### src/usb_desc_pkg.sv
// shared constants, types and decoders for the endpoint descriptor ends
package usb_desc_pkg;

  // ****************************************
  // descriptor layout
  // ****************************************
  localparam logic [4:0] OFS_PTR = 5'h00; // buffer_pointer word
  localparam logic [4:0] OFS_SIZE = 5'h04; // packet_size_word
  localparam logic [4:0] OFS_EXT = 5'h08; // extended_token_word (16 bit)
  localparam logic [4:0] OFS_STATUS = 5'h0A; // bank_status byte
  localparam logic [4:0] OFS_BANK1 = 5'h10; // second bank sits this far above the first
  localparam int WORDS = 8; // two banks of four words
  localparam int AZLP_BIT = 31; // auto_zero_length_enable
  localparam int CODE_LSB = 28; // maximum packet size code, 3 bits
  localparam int MP_LSB = 14; // multi-packet total, 14 bits
  localparam int BC_LSB = 0; // byte count, 14 bits
  localparam int STATUS_LSB = 16; // bank_status inside word 2
  localparam int FLOW_BIT = 1; // flow_error_flag in bank_status
  localparam int CRC_BIT = 0; // crc_error_flag in bank_status
  localparam logic [2:0] CODE_MAX_BULK = 3'h3; // largest code outside isochronous use
  localparam logic [31:0] WORD_RESET = 32'h0000_0000; // descriptor ram after reset

  // ****************************************
  // access sizes on the descriptor port
  // ****************************************
  localparam logic [1:0] SZ_BYTE = 2'h0;
  localparam logic [1:0] SZ_HALF = 2'h1;
  localparam logic [1:0] SZ_WORD = 2'h2;

  // transaction kinds seen by the device end
  typedef enum logic [1:0] {KIND_IN, KIND_OUT, KIND_SETUP} txn_kind_t;
  // commands taken by the firmware end
  typedef enum logic [1:0] {CMD_ARM_IN, CMD_ARM_OUT, CMD_CLR_STATUS, CMD_RD_STATUS} cmd_op_t;

  // maximum packet size in bytes for a size code
  function automatic logic [10:0] size_bytes(input logic [2:0] code);
    unique case (code)
      3'h0: size_bytes = 11'h008;
      3'h1: size_bytes = 11'h010;
      3'h2: size_bytes = 11'h020;
      3'h3: size_bytes = 11'h040;
      3'h4: size_bytes = 11'h080;
      3'h5: size_bytes = 11'h100;
      3'h6: size_bytes = 11'h200;
      3'h7: size_bytes = 11'h3FF;
    endcase
  endfunction : size_bytes

  // byte lanes touched by an access of a given size at a given byte offset
  function automatic logic [3:0] lane_en(input logic [1:0] ofs, input logic [1:0] sz);
    unique case (sz)
      SZ_BYTE: lane_en = 4'h1 << ofs;
      SZ_HALF: lane_en = ofs[0] ? 4'h0 : (ofs[1] ? 4'hC : 4'h3);
      SZ_WORD: lane_en = (ofs == 2'h0) ? 4'hF : 4'h0;
      default: lane_en = 4'h0;
    endcase
  endfunction : lane_en

endpackage : usb_desc_pkg

### src/desc_if.sv
// descriptor access port between firmware end and device end
`timescale 1ns/1ps

interface desc_if;
  logic req; // access request, held until ack
  logic wr; // 1 write, 0 read
  logic [4:0] addr; // byte address in the descriptor ram
  logic [1:0] size; // byte, halfword or word
  logic [31:0] wdata; // lane-positioned write data
  logic [31:0] rdata; // whole word read back
  logic ack; // one-cycle answer

  // device end answers
  modport dev (input req, input wr, input addr, input size, input wdata, output rdata, output ack);
  // firmware end asks
  modport fw (output req, output wr, output addr, output size, output wdata, input rdata, input ack);
endinterface : desc_if

### src/usb_desc_dev.sv
// device end: descriptor ram, per-transaction fetch and writeback
`timescale 1ns/1ps

module usb_desc_dev (
  input wire logic ref_clk,
  input wire logic rst_n,
  desc_if.dev port,
  input wire logic txn_start,
  input wire logic txn_bank,
  input wire usb_desc_pkg::txn_kind_t txn_kind,
  input wire logic txn_iso,
  input wire logic txn_done,
  input wire logic [13:0] rx_count,
  input wire logic txn_nak,
  input wire logic txn_overrun,
  input wire logic txn_crc_err,
  output logic desc_valid,
  output logic [31:0] buf_addr,
  output logic [13:0] pkt_len,
  output logic [10:0] max_bytes,
  output logic zlp_pkt,
  output logic xfer_done
);

  typedef enum logic [1:0] {ST_IDLE, ST_FETCH, ST_ACTIVE} dev_state_t;

  // ****************************************
  // state
  // ****************************************
  logic [31:0] mem_q [usb_desc_pkg::WORDS]; // two banks of descriptors
  logic [31:0] mem_d [usb_desc_pkg::WORDS];
  dev_state_t state_q, state_d; // transaction sequencer
  logic bank_q, bank_d; // bank in use
  usb_desc_pkg::txn_kind_t kind_q, kind_d; // kind of the transaction
  logic iso_q, iso_d; // isochronous endpoint
  logic valid_q, valid_d; // fields below are good
  logic [31:0] addr_q, addr_d; // buffer address
  logic [13:0] len_q, len_d; // bytes to send or room to receive
  logic [10:0] max_q, max_d; // decoded packet size
  logic zlp_q, zlp_d; // this IN packet is a hardware zlp
  logic done_q, done_d; // transfer finished pulse
  logic [1:0] zlp_pend_q, zlp_pend_d; // per bank: zlp owed
  logic [13:0] out_sum_q [2]; // per bank: bytes received so far
  logic [13:0] out_sum_d [2];
  logic ack_q, ack_d; // port answer
  logic [31:0] rdata_q, rdata_d; // port read data

  // ****************************************
  // working values
  // ****************************************
  logic [2:0] wi_size; // word index of packet_size_word
  logic [2:0] wi_stat; // word index of the status word
  logic [31:0] sw; // packet_size_word of the bank
  logic [13:0] bc; // byte count field
  logic [13:0] mp; // multi-packet field
  logic [13:0] rem; // IN bytes still to go
  logic [13:0] mpn; // IN total after this packet
  logic [13:0] sum; // OUT total after this packet
  logic busy_wb; // writeback owns the ram this cycle
  logic [2:0] wi_fw; // word index of a port access
  logic [3:0] be; // lanes of a port access

  // ****************************************
  // sequencer, writeback and port
  // ****************************************
  // next values of all state
  always_comb begin
    mem_d = mem_q;
    state_d = state_q;
    bank_d = bank_q;
    kind_d = kind_q;
    iso_d = iso_q;
    valid_d = valid_q;
    addr_d = addr_q;
    len_d = len_q;
    max_d = max_q;
    zlp_d = zlp_q;
    done_d = 1'b0;
    zlp_pend_d = zlp_pend_q;
    out_sum_d = out_sum_q;
    ack_d = 1'b0;
    rdata_d = rdata_q;
    // bank 1 words sit four words (0x10 bytes) above bank 0
    wi_size = 3'({bank_q, usb_desc_pkg::OFS_SIZE[3:2]});
    wi_stat = 3'({bank_q, usb_desc_pkg::OFS_STATUS[3:2]});
    sw = mem_q[wi_size];
    bc = sw[usb_desc_pkg::BC_LSB +: 14];
    mp = sw[usb_desc_pkg::MP_LSB +: 14];
    rem = 14'(bc - mp);
    mpn = 14'(mp + len_q);
    sum = 14'(out_sum_q[bank_q] + rx_count);
    busy_wb = (state_q == ST_ACTIVE) && txn_done;
    wi_fw = port.addr[4:2];
    be = usb_desc_pkg::lane_en(port.addr[1:0], port.size);
    unique case (state_q)
      ST_IDLE: begin
        // take a new transaction on a bank
        if (txn_start) begin
          bank_d = txn_bank;
          kind_d = txn_kind;
          iso_d = txn_iso;
          state_d = ST_FETCH;
        end
      end
      ST_FETCH: begin
        // read the descriptor before the transaction runs
        addr_d = mem_q[3'({bank_q, usb_desc_pkg::OFS_PTR[3:2]})];
        max_d = usb_desc_pkg::size_bytes(sw[usb_desc_pkg::CODE_LSB +: 3]);
        if (kind_q == usb_desc_pkg::KIND_IN) begin
          // owed zlp goes out with zero length, else at most one packet of what remains
          zlp_d = zlp_pend_q[bank_q];
          if (zlp_pend_q[bank_q]) begin
            len_d = 14'h0;
          end else if (rem > {3'h0, max_d}) begin
            len_d = {3'h0, max_d};
          end else begin
            len_d = rem;
          end
        end else begin
          // room for one full packet
          zlp_d = 1'b0;
          len_d = {3'h0, max_d};
        end
        valid_d = 1'b1;
        state_d = ST_ACTIVE;
      end
      ST_ACTIVE: begin
        // write counts and status back once the transaction ends
        if (txn_done) begin
          valid_d = 1'b0;
          state_d = ST_IDLE;
          if (kind_q == usb_desc_pkg::KIND_IN) begin
            if (!txn_nak) begin
              if (zlp_q) begin
                zlp_pend_d[bank_q] = 1'b0;
                done_d = 1'b1;
              end else begin
                mem_d[wi_size][usb_desc_pkg::MP_LSB +: 14] = mpn;
                if (mpn >= bc) begin
                  // full last packet with auto_zero_length_enable: a zlp follows in hardware
                  if (sw[usb_desc_pkg::AZLP_BIT] && len_q == {3'h0, max_q} && len_q != 14'h0) begin
                    zlp_pend_d[bank_q] = 1'b1;
                  end else begin
                    done_d = 1'b1;
                  end
                end
              end
            end
          end else if (txn_nak || txn_overrun) begin
            // set only: firmware is held off this cycle so a set is never lost
            mem_d[wi_stat][usb_desc_pkg::STATUS_LSB + usb_desc_pkg::FLOW_BIT] = 1'b1;
          end else begin
            mem_d[wi_size][usb_desc_pkg::BC_LSB +: 14] = rx_count;
            // short packet, setup, or expected total reached ends the transfer
            if (kind_q == usb_desc_pkg::KIND_SETUP || sum >= mp || rx_count < {3'h0, max_q}) begin
              done_d = 1'b1;
              out_sum_d[bank_q] = 14'h0;
            end else begin
              out_sum_d[bank_q] = sum;
            end
          end
          if (iso_q && kind_q == usb_desc_pkg::KIND_OUT && txn_crc_err) begin
            mem_d[wi_stat][usb_desc_pkg::STATUS_LSB + usb_desc_pkg::CRC_BIT] = 1'b1;
          end
        end
      end
      default: begin
        state_d = ST_IDLE;
      end
    endcase
    // firmware access, waits while a writeback owns the ram
    if (port.req && !ack_q && !busy_wb) begin
      ack_d = 1'b1;
      rdata_d = mem_q[wi_fw];
      if (port.wr) begin
        for (int i = 0; i < 4; i++) begin
          if (be[i]) begin
            mem_d[wi_fw][8*i +: 8] = port.wdata[8*i +: 8];
          end
        end
      end
    end
  end

  // register all state
  always_ff @(posedge ref_clk) begin
    if (!rst_n) begin
      for (int i = 0; i < usb_desc_pkg::WORDS; i++) begin
        mem_q[i] <= usb_desc_pkg::WORD_RESET;
      end
      state_q <= ST_IDLE;
      bank_q <= 1'b0;
      kind_q <= usb_desc_pkg::KIND_IN;
      iso_q <= 1'b0;
      valid_q <= 1'b0;
      addr_q <= 32'h0000_0000;
      len_q <= 14'h0;
      max_q <= 11'h0;
      zlp_q <= 1'b0;
      done_q <= 1'b0;
      zlp_pend_q <= 2'h0;
      out_sum_q[0] <= 14'h0;
      out_sum_q[1] <= 14'h0;
      ack_q <= 1'b0;
      rdata_q <= 32'h0000_0000;
    end else begin
      mem_q <= mem_d;
      state_q <= state_d;
      bank_q <= bank_d;
      kind_q <= kind_d;
      iso_q <= iso_d;
      valid_q <= valid_d;
      addr_q <= addr_d;
      len_q <= len_d;
      max_q <= max_d;
      zlp_q <= zlp_d;
      done_q <= done_d;
      zlp_pend_q <= zlp_pend_d;
      out_sum_q <= out_sum_d;
      ack_q <= ack_d;
      rdata_q <= rdata_d;
    end
  end

  // outputs straight from flops
  assign port.ack = ack_q;
  assign port.rdata = rdata_q;
  assign desc_valid = valid_q;
  assign buf_addr = addr_q;
  assign pkt_len = len_q;
  assign max_bytes = max_q;
  assign zlp_pkt = zlp_q;
  assign xfer_done = done_q;

endmodule : usb_desc_dev

### src/flat_wrapper.sv
// flat-port wrapper written by rule: the top's interface ports become plain ports
module usb_desc_dev_flat 
  (ref_clk, rst_n, txn_start, txn_bank, txn_kind, txn_iso, txn_done, rx_count, txn_nak, txn_overrun, txn_crc_err, desc_valid, buf_addr, pkt_len, max_bytes, zlp_pkt, xfer_done, port_req, port_wr, port_addr, port_size, port_wdata, port_rdata, port_ack);
  desc_if port_i ();
  input wire logic ref_clk;
  input wire logic rst_n;
  input wire logic txn_start;
  input wire logic txn_bank;
  input wire usb_desc_pkg::txn_kind_t txn_kind;
  input wire logic txn_iso;
  input wire logic txn_done;
  input wire logic [13:0] rx_count;
  input wire logic txn_nak;
  input wire logic txn_overrun;
  input wire logic txn_crc_err;
  output logic desc_valid;
  output logic [31:0] buf_addr;
  output logic [13:0] pkt_len;
  output logic [10:0] max_bytes;
  output logic zlp_pkt;
  output logic xfer_done;
  input wire logic [$bits(port_i.req)-1:0] port_req;
  input wire logic [$bits(port_i.wr)-1:0] port_wr;
  input wire logic [$bits(port_i.addr)-1:0] port_addr;
  input wire logic [$bits(port_i.size)-1:0] port_size;
  input wire logic [$bits(port_i.wdata)-1:0] port_wdata;
  output wire logic [$bits(port_i.rdata)-1:0] port_rdata;
  output wire logic [$bits(port_i.ack)-1:0] port_ack;
  assign port_i.req = port_req;
  assign port_i.wr = port_wr;
  assign port_i.addr = port_addr;
  assign port_i.size = port_size;
  assign port_i.wdata = port_wdata;
  assign port_rdata = port_i.rdata;
  assign port_ack = port_i.ack;
  usb_desc_dev u_core (.ref_clk(ref_clk), .rst_n(rst_n), .port(port_i), .txn_start(txn_start), .txn_bank(txn_bank), .txn_kind(txn_kind), .txn_iso(txn_iso), .txn_done(txn_done), .rx_count(rx_count), .txn_nak(txn_nak), .txn_overrun(txn_overrun), .txn_crc_err(txn_crc_err), .desc_valid(desc_valid), .buf_addr(buf_addr), .pkt_len(pkt_len), .max_bytes(max_bytes), .zlp_pkt(zlp_pkt), .xfer_done(xfer_done));
endmodule
### config.mk
export PLATFORM = sky130hd
export DESIGN_NAME = usb_desc_dev_flat
export DESIGN_NICKNAME = d
export VERILOG_FILES = /design/src/usb_desc_pkg.sv /design/src/desc_if.sv /design/src/usb_desc_dev.sv /design/src/flat_wrapper.sv
export SDC_FILE = /design/constraint.sdc
export NUM_CORES = 1
export LEC_CHECK = 0
export BUFFER_PORTS_ARGS = -buffer_cell sky130_fd_sc_hd__buf_2
export CAP_MARGIN = 30
export CORE_MARGIN = 2
export CORE_UTILIZATION = 45
export CTS_BUF_LIST = sky130_fd_sc_hd__clkbuf_16
export CTS_CLUSTER_SIZE = 25
export DETAILED_ROUTE_END_ITERATION = 10
export PLACE_DENSITY = 0.7
export SKIP_LAST_GASP = 1
export SLEW_MARGIN = 20
export SYNTH_ARGS = -nofsm -noshare
export SYNTH_HDL_FRONTEND = slang
export SYNTH_SLANG_ARGS = --single-unit
export TNS_END_PERCENT = 1
### constraint.sdc
create_clock -name ref_clk -period 13.51 [get_ports ref_clk]
set_clock_uncertainty 0.15 [all_clocks]
set_input_delay 0.6755 -clock ref_clk [delete_from_list [all_inputs] [get_ports ref_clk]]
set_output_delay 0.6755 -clock ref_clk [all_outputs]
set_load 0.03 [all_outputs]
# After elaboration in Yosys (flattened, before gate mapping)
# Memory sizes are Yosys's and may differ from the RTL's.
# Cells that the tools add are included.
[word_totals]
ff_bits = 385
latchBits = 0
ramBits = 0
romBits = 80
inputBits = 66
out_inout_bits = 93
wordCells = 186
mem_count = 1
[classes]
n_addsub = 3
multipliers = 0
n_div = 0
order_cmp = 15
eq_ne = 9
shifts = 1
muxes = 88
bitwise_logic = 15
reduce_logical = 31
[memory_table]
columns = ["name", "depth", "width", "read_ports", "rd_clocked_by_memory_dff", "wr", "line", "text"]
rows = [
  ["(no name shown)", 8, 10, 1, 0, 0, "usb_desc_pkg.sv:37", "unique case (code)"],
]
[ops]
columns = ["operator", "n"]
rows = [
  ["$mux W256", 21],
  ["$bwmux W256", 6],
  ["$demux W32 S3", 8],
  ["$or A256 B256 Y256", 2],
  ["$bmux W32 S3", 3],
  ["$mux W32", 7],
  ["$mux W14", 8],
  ["$mux W28", 2],
  ["$add A14 B14 Y14", 2],
  ["$and A28 B28 Y28", 1],
  ["$bwmux W28", 1],
  ["$ge A14 B14 Y1", 2],
  ["$not A28 Y28", 1],
  ["$mux W24", 1],
  ["$mux W18", 1],
  ["$mux W17", 1],
  ["$ge A4 B4 Y1 const B", 4],
  ["$mux W16", 1],
  ["$not A3 Y4", 4],
  ["$demux W14 S1", 1],
  ["$eq A14 B11 Y1", 1],
  ["$gt A14 B11 Y1", 1],
  ["$lt A14 B11 Y1", 1],
  ["$reduce_bool A14 Y1", 1],
  ["other kinds (33)", 81],
]

# Depth between registers and ports, before layout
[logic_depth]
word_depth = 31
mapped_depth = 24
depth_no_buf = 19

# Worst setup path after synthesis
# Ideal clock, no wire load.
[synth_path]
kind = "register -> register"
start = "register u_core.bank_q"
end = "register u_core.out_sum_q[18] in the netlist's numbering"
setup_time_ns = 0.070
arrival_time_ns = 5.576
t_required_ns = 13.290
path_slack_ns = 7.714
path_stages_with_launch = 24
path_buffers = 5
period_less_slack_ns = 5.796
cell_sequence = "dfxtp_1 clkbuf_1 clkbuf_1 buf_2 buf_1 mux2i_1 inv_1 ha_1 a211oi_1 nor2_1 o221a_2 o41ai_2 o211ai_1 a21oi_1 xor2_1 inv_1 ha_1 and4_1 a2111oi_0 nand3_1 a211oi_2 clkbuf_1 nand3_1 a21oi_1"
[synth_via]
elab_chain_len = 9
elab_cells_between_ends = 21
classes_between = "add/sub (1); order compare (3); mux (10); bitwise (4); reduce/logical (3)"
[synth_lines]
columns = ["element", "line", "text"]
rows = [
  ["from (decl)", "usb_desc_dev.sv:33", "logic bank_q, bank_d;"],
  ["from (signal assigned)", "usb_desc_dev.sv:209", "bank_q <= bank_d;"],
  ["$not A1 Y2 (not written as such)", "usb_desc_dev.sv:91, usb_desc_dev.sv:157, usb_desc_dev.sv:159", ""],
  ["$mux W14 (not written as such) (3 in a row)", "usb_desc_dev.sv:91", "sum = 14'(out_sum_q[bank_q] + rx_count);"],
  ["$add A14 B14 Y14", "usb_desc_dev.sv:91", ""],
  ["$ge A14 B14 Y1", "usb_desc_dev.sv:155", "if (kind_q == usb_desc_pkg::KIND_SETUP || sum >= mp || rx_count < {3'h0, max_q}) begin"],
  ["$logic_or A1 B1 Y1 (2 in a row)", "usb_desc_dev.sv:155", ""],
  ["$mux W28 *", "usb_desc_dev.sv:155", ""],
  ["to (signal assigned)", "usb_desc_dev.sv:219", "out_sum_q <= out_sum_d;"],
  ["to (decl)", "usb_desc_dev.sv:43", "logic [13:0] out_sum_q [2];"],
]
# Mark *: on every way between the ends. The rest lies on a longest branch, timed or not. The select of a mux whose other input is x is not followed.
# A chain may end at the register's enable or synchronous reset.

# Worst setup path in the final report
[layout_path]
start = "register u_core.bank_q"
end = "register u_core.len_q[4], in the netlist u_core.pkt_len[4]"
[layout_via]
elab_chain_len = 10
elab_cells_between_ends = 13
classes_between = "add/sub (1); order compare (1); mux (9); bitwise (1); memory (1)"
[layout_lines]
columns = ["element", "line", "text"]
rows = [
  ["parallel branches: the longest is 9 deep, another holds $sub A14 B14 Y14", "--", ""],
  ["$mux W14 *", "usb_desc_dev.sv:109", "if (kind_q == usb_desc_pkg::KIND_IN) begin"],
  ["to (signal assigned)", "usb_desc_dev.sv:214", "len_q <= len_d;"],
  ["to (decl)", "usb_desc_dev.sv:38", "logic [13:0] len_q, len_d;"],
]
# Mark *: on every way between the ends. The select of a mux whose other input is x is not followed.

==> out/metrics.cfg <==
[drt]
drt.antenna.violating_nets = 0
initialDrtViolationCount = 1432
drt_pass1_iterations = 7
finalWirelength_um = 59800
total_via_count_in_the_routed_design = 16600
route.detailed.vias_per_inst = 5.82
avgRoutedWirePerCell_um = 21.0
drc = 0

[sta]
final.period_utilization_pct = 46.2
worst_max_slew_margin_expressed_relative_to_the_limit_pct = 10.7
grt_setup_unrepaired = no
setup_viol = 0
timing_max_transition_violations_final = 0
tns_ns = 0
max_clock_freq_ghz = 0.160
period_minus_slack_ns = 6.24
finalHoldViolCount = 0
worstMarginPinSlew_ns = 1.34

[global_routing]
grt_max_degree = 249
wire_length_of_the_first_global_routing_pass_um = 93700
grt_pass1_vias = 16400
grt_antenna_before_repair = 1
global_route.usage.total_pct = 25.6
residual_overflow_from_global_routing = 0

[status]
run_status = complete, no violations

[placement]
gp_congestion = 0.946
dpl.hpwl_um = 43200
numPortBuffers = 157

[critical_path]
critical_path.cell_chain = buf_4 > mux2i_1 > ha_1 > or3_1 > o221a_1 > nor2_1 > o21ai_0 > xnor2_1 > inv_1 > ha_1 > a21oi_1 > o21ai_0 > a2111oi_0 > o21ai_0 > a2111oi_1 > and4bb_4 > nand4_1 > o221ai_1
slowest_stage = sky130_fd_sc_hd__dfxtp_4
critPathLaunchType = flip-flop
crit_top_cell = sky130_fd_sc_hd__o21ai_0
worst_setup_path_end_kind = flip-flop
data_required_critical_path_ns = 13.85
timing.critical_path.fanout_max = 45
cp_slowest_stage_delay_ns = 0.87
worst_setup_path_class = flip-flop to flip-flop
worst-endpoint-arrival_ns = 6.58
setup_slack_reg_to_reg_ns = 7.27

[synth]
seq_area_frac_synth_pct = 38.1
count_of_flip_flops_with_a_built_in_enable_after_synthesis = 0
synth.ff_latch_count = 382
syn_area_um2 = 20100
synth_largest_type_area_fraction_pct = 38.1
netlist_top_cells_area = sky130_fd_sc_hd__dfxtp_1 38%, sky130_fd_sc_hd__mux2i_1 14%, sky130_fd_sc_hd__mux4_2 7.2%
postSynthCellCount = 2176
synth_warnings = 0
postSynthAreaPerCell_um2 = 9.22
yosysMostFrequentCell = sky130_fd_sc_hd__dfxtp_1
synth.top_cells.by_count = 382 x sky130_fd_sc_hd__dfxtp_1, 370 x sky130_fd_sc_hd__nor2_1, 290 x sky130_fd_sc_hd__mux2i_1, 163 x sky130_fd_sc_hd__nand2_1, 104 x sky130_fd_sc_hd__clkbuf_1
post_synth_num_cell_types = 74
synth_top_area_cell = sky130_fd_sc_hd__dfxtp_1
ys_flop_type = sky130_fd_sc_hd__dfxtp_1
ffs_w_async_s_r_synth_pct = 0
syn-num-nets = 2335

[clock_network]
root_cell_of_the_clock_tree = sky130_fd_sc_hd__clkbuf_16
cts.repair_timing.setup_buffer_count = 0
clk_transition_reported_paths_ns = 0.06
cts-buffers-inserted = 42
ctsLongestPathBuffers = 3
clock_tree_from_tritoncts = done
ctsResizeCount = 0
clk_latency_ns = 0.57
cts_hold_buffers_added = 0
htree_num_levels = 2
clock_sink_count = 382

[layout]
fraction_of_layout_cells_with_a_size_suffix_above_1_pct = 15.0
syn_to_final_growth_pct = 11.6
utilization_of_the_core_after_routing_pct = 50.8
fin_nets = 2396
fillerInstances = 4163

[floorplan]
starting_utilization_of_the_core_area_pct = 45.5
core_region_area_um2 = 44100
io_pins = 159
floorplan.rows = 77
die_w_um = 215
design.die.area_um2 = 46300
floorplan.die.height_um = 215

[power]
vdd_drop_max_uv = 102
power_density_nw_per_um2 = 112
p_leak_uw = 0.00920

[run]
cap_violations = 0

[min_path]
timing.hold.worst.class = input port to flip-flop

## worst max-delay path: cells and delay by family, from the launching register on
kind,cells,cell delay [ns]
AOI/OAI and AO/OA,8,1.99
and+or+nand+nor,4,1.15
DFF,1,0.87
buffers and inverters,2,0.83
adders and majority gates,2,0.61
muxes,1,0.27
xor gates and xnor gates,1,0.24
## metrics by stage
stage | std cells | setup WS [ns] | hold slack (ns) | instance area [um^2] | total power [uW]
after global placement | 2784 | 7.39 | 0.286 | 21100 | 1460
after detailed placement | 2784 | 7.26 | 0.292 | 21100 | 1460
final | 2855 | 7.27 | 0.201 | 22400 | 2510
after CTS | 2853 | 7.21 | 0.181 | 22400 | 2540
after floorplan | 2176 | 7.71 | 0.279 | 20100 | 1370
after global routing | 2855 | 6.81 | 0.201 | 22400 | 2600
## final cells by class
type	instances	area (um^2)	share of cell area, %
Clock inverter	26	171	0.765
Multi-Input combinational cell	1574	11600	51.8
Timing Repair Buffer	169	897	4.01
Inverter	68	263	1.17
Sequential cell	382	7650	34.2
Antenna cell	1	2.50	0.0112
Tap cell	592	741	3.31
Clock buffer	43	1080	4.80
## power by group
group	switching, uW	total (uW)	internal [uW]
sequential	20.3	1170	1150
clock	467	1080	610
combinational	180	270	89.8
## registers in the layout, indices dropped and copies added, names as in the netlist, 2 cells and up, named ones only
register / flops
u_core.state_q: 2
u_core.port.rdata: 32
u_core.max_bytes: 8
u_core.pkt_len: 14
u_core.out_sum_q: 28
u_core.kind_q: 2
u_core.buf_addr: 32
u_core.mem_q: 256
## layout by cell type (no fill, tap or decap), types with 20 or more instances in the layout
cell / count
sky130_fd_sc_hd__a211oi_1: 78
sky130_fd_sc_hd__a21oi_1: 93
sky130_fd_sc_hd__a311oi_1: 43
sky130_fd_sc_hd__buf_2: 155
sky130_fd_sc_hd__clkbuf_16: 43
sky130_fd_sc_hd__dfxtp_1: 381
sky130_fd_sc_hd__ha_1: 90
sky130_fd_sc_hd__inv_1: 73
sky130_fd_sc_hd__mux2i_1: 290
sky130_fd_sc_hd__mux4_2: 64
sky130_fd_sc_hd__nand2_1: 163
sky130_fd_sc_hd__nand2b_1: 20
sky130_fd_sc_hd__nand3_1: 48
sky130_fd_sc_hd__nor2_1: 370
sky130_fd_sc_hd__o21ai_0: 53
sky130_fd_sc_hd__xnor2_1: 32
## worst paths after layout
check / startpoint / end / depth (start not counted)
max: u_core.bank_q$_SDFFE_PN0P_ / u_core.pkt_len[4]$_SDFFE_PN0P_ / 18
min reg2reg: u_core.out_sum_q[19]$_SDFFE_PN0P_ / u_core.out_sum_q[19]$_SDFFE_PN0P_ / 2
min: txn_kind[0] / u_core.kind_q[0]$_SDFFE_PN0P_ / 3
max reg2reg: u_core.bank_q$_SDFFE_PN0P_ / u_core.pkt_len[4]$_SDFFE_PN0P_ / 18
## layer usage
layer  part of all wire [%]  up-vias  global-route usage, %
met5                      0        -                      0
met4                    4.7        0                   12.0
met3                    6.1      137                   4.42
met2                     47      540                   42.6
met1                     42     8051                   32.3
li1                       -     7897                      -
## cells by family (layout without fill, tap and decap cells)
group	after synthesis	after routing	synth area share (%)
simple gates	714	714	15.5
flops	382	382	38.1
mux	369	369	22.5
compound gates	357	357	12.1
buf+inv	220	306	4.18
fa+ha+maj	93	93	5.91
xor+xnor	40	40	1.75
other cells	1	2	0.0187
Note: power is estimated with default switching activity, not from simulation.
